### src/gbpe_pkg.sv
package gbpe_pkg;
  // Register offsets within the port block
  localparam logic [5:0] GBPE_OFF_OUT0 = 6'h00;
  localparam logic [5:0] GBPE_OFF_IN0 = 6'h04;
  localparam logic [5:0] GBPE_OFF_EN0 = 6'h08;
  localparam logic [5:0] GBPE_OFF_FLG0 = 6'h0C;
  localparam logic [5:0] GBPE_OFF_OUT1 = 6'h10;
  localparam logic [5:0] GBPE_OFF_IN1 = 6'h14;
  localparam logic [5:0] GBPE_OFF_EN1 = 6'h18;
  localparam logic [5:0] GBPE_OFF_FLG1 = 6'h1C;
  localparam logic [5:0] GBPE_OFF_SEL = 6'h20;
  localparam logic [5:0] GBPE_OFF_CFG = 6'h24;
  // Reset values
  localparam logic [31:0] GBPE_OUT_RST = 32'h0FFFFFFF;
  localparam logic [6:0] GBPE_CFG_RST = 7'h44;
  // Geometry
  localparam int GBPE_NSIG = 64;
  localparam int GBPE_BANK_SIZE = 32;
  localparam int GBPE_EV_PER_BANK = 16;
  localparam int GBPE_NEV = 32;
  localparam int GBPE_SEL_W = 6;
  localparam int GBPE_SEL_BANK = 5;
  localparam int GBPE_SEL_HI = 4;
  // Per-signal configuration fields
  localparam int GBPE_CFG_W = 7;
  localparam int GBPE_CFG_OE = 0;
  localparam int GBPE_CFG_OTYPE = 1;
  localparam int GBPE_CFG_PULL = 2;
  localparam int GBPE_CFG_LOCK = 3;
  localparam int GBPE_CFG_LVL = 4;
  localparam int GBPE_CFG_POL = 5;
  localparam int GBPE_CFG_DB = 6;
  localparam logic [6:0] GBPE_CFG_EVMASK = 7'h70;
  localparam logic [6:0] GBPE_CFG_FROZEN = 7'h07;
  // Debounce timing, one tick per millisecond
  localparam int GBPE_CLK_HZ = 10_000_000;
  localparam int GBPE_TICK_HZ = 1000;
  localparam int GBPE_MS_PER_S = 1000;
  localparam int GBPE_TICK_CYC = GBPE_CLK_HZ / GBPE_TICK_HZ;
  localparam int GBPE_DB_TIME_MS = 16;
  localparam int GBPE_DB_TICKS = GBPE_DB_TIME_MS * GBPE_TICK_HZ / GBPE_MS_PER_S;
  // Register port request
  typedef struct packed {
    logic wr;
    logic rd;
    logic [5:0] addr;
    logic [31:0] wdata;
  } gbpe_req_s;
endpackage

### src/gbpe_gpio.sv
// What this block does
// - Latch writes skip locked bits; reads return latch
// - Input registers show live pin levels, read-only
// - Enable bits 15:0 per bank; upper reserved
// - Enabled events always set control status
// - Management route raises management interrupt and status
// - Control route gated by global enable
// - Status bit sets on active edge or level, sticky
// - Writing one clears status; zero ignored
// - Clearing status clears management summary levels
// - Control top status needs its own clear
// - Selector bit 5 bank, low bits signal
// - Config register accesses the selected signal
// - Event config bits only for capable signals
// - Bit 6 enables 16 ms debounce, default on
// - Bit 5 picks falling/low or rising/high
// - Summary event bit follows enabled status bits
// - Bit 4 picks edge or level detection
// - Lock bit freezes output settings until reset
// - Bit 0 enables the output buffer
// - Bit 1 picks open-drain or push-pull
`timescale 1ns/1ps
module gbpe_gpio #(
  parameter int unsigned TICK_CYC = gbpe_pkg::GBPE_TICK_CYC,
  parameter int unsigned DB_TICKS = gbpe_pkg::GBPE_DB_TICKS
) (
  input wire logic mclk,
  input wire logic rst,
  input wire gbpe_pkg::gbpe_req_s req,
  output logic [31:0] rdata,
  input wire logic [63:0] pin_in,
  output logic [63:0] pin_out,
  output logic [63:0] pin_oe,
  output logic [63:0] pin_pullup,
  input wire logic route_smi,
  input wire logic sci_glob_en,
  input wire logic sci_top_clr,
  output logic gpio_event_status,
  output logic smi_top_status,
  output logic sci_top_status,
  output logic system_mgmt_interrupt,
  output logic system_control_interrupt
);
  import gbpe_pkg::*;

  localparam int TW = $clog2(TICK_CYC + 1);
  localparam int CW = $clog2(DB_TICKS + 1);

  logic [31:0] out_latch_bank0, out_latch_bank1, next_out0, next_out1;
  logic [15:0] event_enable_bank0, event_enable_bank1, next_en0, next_en1;
  logic [15:0] edge_flags_bank0, edge_flags_bank1, next_flg0, next_flg1;
  logic [5:0] signal_selector, next_sel;
  logic [GBPE_CFG_W-1:0] cfg [GBPE_NSIG];
  logic [GBPE_CFG_W-1:0] next_cfg [GBPE_NSIG];
  logic [GBPE_CFG_W-1:0] sel_cfg, wr_cfg;
  logic [31:0] next_rdata;
  logic [63:0] lock_v, next_pin_oe, next_pin_pullup;
  logic [31:0] hit_v, en_v, flags_next_v;
  logic [TW-1:0] tick_cnt, next_tick_cnt;
  logic tick, next_tick, sel_capable;
  logic next_gpio_event, next_sci_top, next_sci_irq, pme_hit;

  // Write strobes per register
  logic w_out0, w_out1, w_en0, w_en1, w_flg0, w_flg1, w_sel, w_cfg;
  assign w_out0 = req.wr && (req.addr == GBPE_OFF_OUT0);
  assign w_out1 = req.wr && (req.addr == GBPE_OFF_OUT1);
  assign w_en0 = req.wr && (req.addr == GBPE_OFF_EN0);
  assign w_en1 = req.wr && (req.addr == GBPE_OFF_EN1);
  assign w_flg0 = req.wr && (req.addr == GBPE_OFF_FLG0);
  assign w_flg1 = req.wr && (req.addr == GBPE_OFF_FLG1);
  assign w_sel = req.wr && (req.addr == GBPE_OFF_SEL);
  assign w_cfg = req.wr && (req.addr == GBPE_OFF_CFG);

  // Selected signal; upper half of each bank has no event logic
  assign sel_cfg = cfg[signal_selector];
  assign sel_capable = !signal_selector[GBPE_SEL_HI];
  assign en_v = {event_enable_bank1, event_enable_bank0};

  // Millisecond tick divider shared by all debouncers
  always_comb begin
    next_tick = 1'b0;
    next_tick_cnt = tick_cnt + TW'(1);
    if (tick_cnt == TW'(TICK_CYC - 1)) begin
      next_tick_cnt = '0;
      next_tick = 1'b1;
    end
  end

  always_ff @(posedge mclk) begin
    if (rst) begin
      tick_cnt <= '0;
      tick <= 1'b0;
    end else begin
      tick_cnt <= next_tick_cnt;
      tick <= next_tick;
    end
  end

  // Per-signal lock, output buffer and pull-up
  genvar i;
  generate
    for (i = 0; i < GBPE_NSIG; i++) begin : g_pin
      logic dout;
      assign lock_v[i] = cfg[i][GBPE_CFG_LOCK];
      if (i < GBPE_BANK_SIZE) begin : g_b0
        assign dout = out_latch_bank0[i];
      end else begin : g_b1
        assign dout = out_latch_bank1[i - GBPE_BANK_SIZE];
      end
      // Open-drain only drives a low; a high is released to the pull-up
      assign next_pin_oe[i] = cfg[i][GBPE_CFG_OE]
        && (cfg[i][GBPE_CFG_OTYPE] || !dout);
      assign next_pin_pullup[i] = cfg[i][GBPE_CFG_PULL];
    end
  endgenerate

  // Debounce and edge/level detection for signals 0-15 and 32-47
  genvar k;
  generate
    for (k = 0; k < GBPE_NEV; k++) begin : g_ev
      localparam int S = k + (k / GBPE_EV_PER_BANK) * GBPE_EV_PER_BANK;
      logic [CW-1:0] cnt, next_cnt;
      logic filt, next_filt;
      // The count must see DB_TICKS whole ticks, so it waits one extra
      always_comb begin
        next_cnt = cnt;
        next_filt = filt;
        if (!cfg[S][GBPE_CFG_DB]) begin
          next_filt = pin_in[S];
          next_cnt = '0;
        end else if (pin_in[S] == filt) begin
          next_cnt = '0;
        end else if (tick) begin
          if (cnt == CW'(DB_TICKS)) begin
            next_filt = pin_in[S];
            next_cnt = '0;
          end else begin
            next_cnt = cnt + CW'(1);
          end
        end
      end
      // Active edge or level as programmed
      assign hit_v[k] = (next_filt == cfg[S][GBPE_CFG_POL])
        && (cfg[S][GBPE_CFG_LVL] || (next_filt != filt));
      // Filter starts high so a pulled-up pin gives no event at reset
      always_ff @(posedge mclk) begin
        if (rst) begin
          cnt <= '0;
          filt <= 1'b1;
        end else begin
          cnt <= next_cnt;
          filt <= next_filt;
        end
      end
    end
  endgenerate

  // Register writes
  always_comb begin
    next_out0 = out_latch_bank0;
    next_out1 = out_latch_bank1;
    next_en0 = event_enable_bank0;
    next_en1 = event_enable_bank1;
    next_sel = signal_selector;
    next_cfg = cfg;
    wr_cfg = req.wdata[GBPE_CFG_W-1:0];
    if (w_out0) begin
      next_out0 = (req.wdata & ~lock_v[31:0]) | (out_latch_bank0 & lock_v[31:0]);
    end
    if (w_out1) begin
      next_out1 = (req.wdata & ~lock_v[63:32]) | (out_latch_bank1 & lock_v[63:32]);
    end
    if (w_en0) begin
      next_en0 = req.wdata[15:0];
    end
    if (w_en1) begin
      next_en1 = req.wdata[15:0];
    end
    if (w_sel) begin
      next_sel = req.wdata[GBPE_SEL_W-1:0];
    end
    if (w_cfg) begin
      if (!sel_capable) begin
        wr_cfg = wr_cfg & ~GBPE_CFG_EVMASK;
      end
      // Lock freezes direction, type and pull-up; lock itself only sets
      if (sel_cfg[GBPE_CFG_LOCK]) begin
        wr_cfg = (wr_cfg & ~GBPE_CFG_FROZEN) | (sel_cfg & GBPE_CFG_FROZEN);
      end
      wr_cfg[GBPE_CFG_LOCK] = wr_cfg[GBPE_CFG_LOCK] | sel_cfg[GBPE_CFG_LOCK];
      next_cfg[signal_selector] = wr_cfg;
    end
  end

  // Sticky flags: a new occurrence wins over a same-cycle clear
  always_comb begin
    next_flg0 = (edge_flags_bank0 & ~(w_flg0 ? req.wdata[15:0] : 16'h0000))
      | hit_v[15:0];
    next_flg1 = (edge_flags_bank1 & ~(w_flg1 ? req.wdata[15:0] : 16'h0000))
      | hit_v[31:16];
    flags_next_v = {next_flg1, next_flg0};
    // Summary follows enabled flags, so clearing flags clears it
    next_gpio_event = |(flags_next_v & {next_en1, next_en0});
    pme_hit = |(hit_v & en_v);
    next_sci_top = (sci_top_status && !sci_top_clr) || pme_hit;
    next_sci_irq = !route_smi && sci_glob_en && next_sci_top;
  end

  // Read data, one cycle after the request
  always_comb begin
    next_rdata = rdata;
    if (req.rd) begin
      unique case (req.addr)
        GBPE_OFF_OUT0: next_rdata = out_latch_bank0;
        GBPE_OFF_OUT1: next_rdata = out_latch_bank1;
        GBPE_OFF_IN0: next_rdata = pin_in[31:0];
        GBPE_OFF_IN1: next_rdata = pin_in[63:32];
        GBPE_OFF_EN0: next_rdata = {16'h0000, event_enable_bank0};
        GBPE_OFF_EN1: next_rdata = {16'h0000, event_enable_bank1};
        GBPE_OFF_FLG0: next_rdata = {16'h0000, edge_flags_bank0};
        GBPE_OFF_FLG1: next_rdata = {16'h0000, edge_flags_bank1};
        GBPE_OFF_SEL: next_rdata = {26'h0000000, signal_selector};
        GBPE_OFF_CFG: begin
          next_rdata = {25'h0000000, sel_capable ? sel_cfg
            : (sel_cfg & ~GBPE_CFG_EVMASK)};
        end
        default: next_rdata = 32'h00000000;
      endcase
    end
  end

  // State and output registers
  always_ff @(posedge mclk) begin
    if (rst) begin
      out_latch_bank0 <= GBPE_OUT_RST;
      out_latch_bank1 <= GBPE_OUT_RST;
      event_enable_bank0 <= 16'h0000;
      event_enable_bank1 <= 16'h0000;
      edge_flags_bank0 <= 16'h0000;
      edge_flags_bank1 <= 16'h0000;
      signal_selector <= 6'h00;
      for (int n = 0; n < GBPE_NSIG; n++) begin
        cfg[n] <= GBPE_CFG_RST;
      end
      rdata <= 32'h00000000;
      pin_out <= 64'h0000000000000000;
      pin_oe <= 64'h0000000000000000;
      pin_pullup <= 64'h0000000000000000;
      gpio_event_status <= 1'b0;
      smi_top_status <= 1'b0;
      sci_top_status <= 1'b0;
      system_mgmt_interrupt <= 1'b0;
      system_control_interrupt <= 1'b0;
    end else begin
      out_latch_bank0 <= next_out0;
      out_latch_bank1 <= next_out1;
      event_enable_bank0 <= next_en0;
      event_enable_bank1 <= next_en1;
      edge_flags_bank0 <= next_flg0;
      edge_flags_bank1 <= next_flg1;
      signal_selector <= next_sel;
      cfg <= next_cfg;
      rdata <= next_rdata;
      pin_out <= {out_latch_bank1, out_latch_bank0};
      pin_oe <= next_pin_oe;
      pin_pullup <= next_pin_pullup;
      gpio_event_status <= next_gpio_event;
      smi_top_status <= route_smi && next_gpio_event;
      system_mgmt_interrupt <= route_smi && next_gpio_event;
      sci_top_status <= next_sci_top;
      system_control_interrupt <= next_sci_irq;
    end
  end
endmodule

### config.mk
export PLATFORM = sky130hd
export DESIGN_NAME = gbpe_gpio
export DESIGN_NICKNAME = d
export VERILOG_FILES = /design/src/gbpe_pkg.sv /design/src/gbpe_gpio.sv
export SDC_FILE = /design/constraint.sdc
export NUM_CORES = 2
export LEC_CHECK = 0
export BUFFER_PORTS_ARGS = -buffer_cell sky130_fd_sc_hd__buf_2
export CAP_MARGIN = 0
export CORE_ASPECT_RATIO = 1.2
export CORE_UTILIZATION = 32
export CTS_BUF_LIST = sky130_fd_sc_hd__clkbuf_2 sky130_fd_sc_hd__clkbuf_4 sky130_fd_sc_hd__clkbuf_8
export CTS_CLUSTER_DIAMETER = 80
export DETAILED_ROUTE_END_ITERATION = 6
export PLACE_DENSITY_LB_ADDON = 0.08
export SETUP_SLACK_MARGIN = 0.05
export SLEW_MARGIN = 10
export SYNTH_ARGS = -nofsm -noshare
export SYNTH_HDL_FRONTEND = slang
export SYNTH_SLANG_ARGS = --single-unit
export TNS_END_PERCENT = 100
### constraint.sdc
create_clock -name mclk -period 8.3 [get_ports mclk]
set_input_delay 2.075 -clock mclk [delete_from_list [all_inputs] [get_ports mclk]]
set_output_delay 2.075 -clock mclk [all_outputs]
set_load 0.01 [all_outputs]
==> impl_metrics.py <==
metrics = {
    "cts": {
        "cts_setup_buffers": 0,
        "cts_hold_buf": 0,
        "numCtsBuffers": 166,
        "insertion_delay_ps": 960,
        "clk_path_buf_depth": 3,
        "cts_max_level": 4,
        "clk_pin_slew_ps": 60,
        "ctsResizeCount": 0,
        "cts_tree": "done",
        "root_buffer": "clkbuf_8",
        "cts.sinks": 921,
    },
    "grt": {
        "antenna_found_initial": 17,
        "grt_overflow_total": 0,
        "grt_pass1_wl_um": 290400,
        "grt_pass1_vias": 38900,
        "grt_usage": 0.2983,
        "grt_max_degree": 191,
    },
    "timing": {
        "fin_crit_ps": 5432,
        "fmax_mhz": 184.1,
        "tightest_slew_ps": 1266,
        "worst_clock_skew_ps": 64.71,
        "final-setup-viol-count": 0,
        "whs_ps": 453.3,
        "fin_ws_ps": 2868,
        "slew_headroom": 0.1549,
        "rsz0062_at_grt": "false",
        "finalSetupTns_ps": 0,
        "hold_viol_final": 0,
        "slew_violations": 0,
        "finalCritPeriodShare": 0.6544,
    },
    "detailed_routing": {
        "wl_um": 208300,
        "vias": 40670,
        "drt-wirelength-per-cell_um": 28.96,
        "first_pass_iters": 6,
        "vias_per_cell": 5.653,
        "drcViolationCount": 0,
        "first_iter_violations": 3738,
        "ant_nets": 0,
    },
    "worst_hold_path": {
        "min_from": "tick_cnt[0]",
        "min_path_type": "reg2reg",
        "min_to": "tick_cnt[0]",
        "whs_path_depth": 1,
    },
    "job": {
        "drv_cap": 0,
    },
    "placed_design": {
        "pre_cts_slack_ps": 2485,
        "placed_area_um2": 46510,
        "routabilityCongestion": 0.9586,
        "io_buffers": 337,
        "detailed_place_hpwl_um": 149700,
    },
    "cells_and_area": {
        "layout-drive-gt1-share": 0.1774,
        "final_cell_area_um2": 50270,
        "nNetsFinal": 5441,
        "synthToLayoutAreaGrowth_pct": 16.11,
        "fill_cells": 14020,
    },
    "logic_synthesis": {
        "synthesis.area_um2": 43300,
        "ys_seq_area_frac": 0.4258,
        "synth-edff-count": 0,
        "yosys_warnings": 0,
        "ys_seq_elements": 921,
        "synth_cells": 5043,
        "syn_avg_cell_area_um2": 8.585,
        "yosysUniqueCellTypes": 96,
        "synth_fp_nets": 5217,
        "async_reset_ff_frac": 0,
        "ys.flop_type": "dfxtp_1",
    },
    "worst_setup_path": {
        "reg2reg_slack_ps": 2870,
        "r2r-end": "cfg[86]",
        "start_kind": "flip-flop",
        "arrival_ps": 6200,
        "rr_worst_depth": 11,
        "endpoint_kind": "flip-flop",
        "critPathRequiredTime_ps": 9070,
        "critical_path_class": "reg2reg",
        "cp_max_fo": 86,
        "timing.rr.start": "signal_selector[1]",
    },
    "floorplanning": {
        "rows": 147,
        "die_area_um2": 136800,
        "core_region_area_um2": 134100,
        "die_w_um": 337.8,
        "io_pins": 338,
        "initial_core_util": 0.3229,
        "die_h_um": 404.9,
    },
    "power_and_ir_drop": {
        "power.leakage_nw": 19.22,
        "irDropWorstVdd_mv": 0.1519,
        "power_density_nw_per_um2": 193.6,
    },
    "outcome": {
        "outcome": "finished, final reports clean",
    },
}
-- state kept, by name (all words and copies together), names as in the netlist, named ones only --
register                  flops
system_mgmt_interrupt         1
system_control_interrupt      1
tick_cnt                     14
cfg                         352
sci_top_status                1
pin_out                      64
g_ev.filt                    32
pin_pullup                   64
gpio_event_status             1
signal_selector               6
tick                          1
event_enable_bank1           16
pin_oe                       64
g_ev.cnt                    160
rdata                        32
edge_flags_bank1             16
edge_flags_bank0             16
event_enable_bank0           16
-- per-layer routing --
layer,GRT usage,up-vias,part of all wire
met5,0,-,0.00020
met4,0.2283,6,0.087
met3,0.05404,585,0.063
met2,0.4857,1716,0.46
met1,0.3460,19860,0.39
li1,-,18500,-
-- cell usage after synthesis (all sizes together) (87+ instances only) --
cell type  instances  share of area
a21oi            194          0.022
a31oi            178          0.026
and3             138          0.020
buf               98          0.014
clkbuf           274          0.024
dfxtp            921           0.43
inv              119          0.010
nand2            536          0.046
nand4            105          0.015
nor2             526          0.046
nor2b            173          0.025
nor3             116          0.014
nor3b             87          0.015
o21ai            263          0.030
xor2             166          0.034
-- placed cells by master (no fill, tap or decap), types with 84 or more instances in the layout --
cell / n
nor2b_1: 166
nor2_1: 514
a21oi_1: 194
inv_1: 117
nand4_1: 105
a22oi_1: 84
o21ai_0: 258
clkbuf_8: 209
dfxtp_1: 917
a31oi_1: 178
buf_2: 336
buf_4: 87
and3_1: 138
nand2_1: 534
xor2_1: 166
nor3_1: 111
-- worst max-delay path, stage by stage, from the launching register on --
cell and delay, ps:
dfxtp_4 790, buf_4 650, nor2_1 250, buf_4 260
a22oi_1 190, o221ai_1 180, a32o_1 330, nor3_4 340
buf_4 870, buf_4 950, a31o_2 280, a31oi_1 40
-- cell type report --
cell class / instances / area [um2] / share of cell area
clock inverter: 39 / 479.2 / 0.009532
tap: 1788 / 2237 / 0.04450
inverter: 120 / 457.9 / 0.009109
timing repair buffer: 428 / 2430 / 0.04833
clock buffer: 261 / 3267 / 0.06498
multi-input combinational: 3630 / 22930 / 0.4561
antenna: 7 / 17.52 / 0.0003484
sequential: 921 / 18450 / 0.3671
-- worst max-delay path by stage --
stage,startpoint,end,depth (start not counted)
6_report,signal_selector[1],cfg[86],11
5_1_grt,signal_selector[1],cfg[86],9
4_1_cts,signal_selector[1],cfg[86],11
3_5_place_dp,req[36],cfg[324],8
3_3_place_gp,req[36],cfg[322],8
2_1_floorplan,req[36],gpio_event_status,10
-- metrics by stage --
step	std cells	power, W	util
6_report	7194	0.009735	0.3749
5_1_grt	7190	0.01004	0.3749
4_1_cts	7187	0.009822	0.3748
3_5_place_dp	6887	0.004959	0.3469
3_3_place_gp	6887	0.004961	0.3469
2_1_floorplan	5043	0.004753	-
-- power breakdown --
group | switching [W] | internal (W) | leakage [nW]
sequential | 0.0000196 | 0.00446 | 7.47
combinational | 0.000297 | 0.0000932 | 9.76
clock | 0.00213 | 0.00274 | 1.99
total | 0.00245 | 0.00729 | 19.2
-- cells by family after synthesis --
kind of cell,share of synthesized area
adders and majority gates,0.01878
and+or+nand+nor,0.2343
xor gates and xnor gates,0.04369
AOI/OAI and AO/OA,0.1823
DFF,0.4258
muxes,0.04716
buffers and inverters,0.04786
No activity file was read; power rests on OpenSTA's default activity.
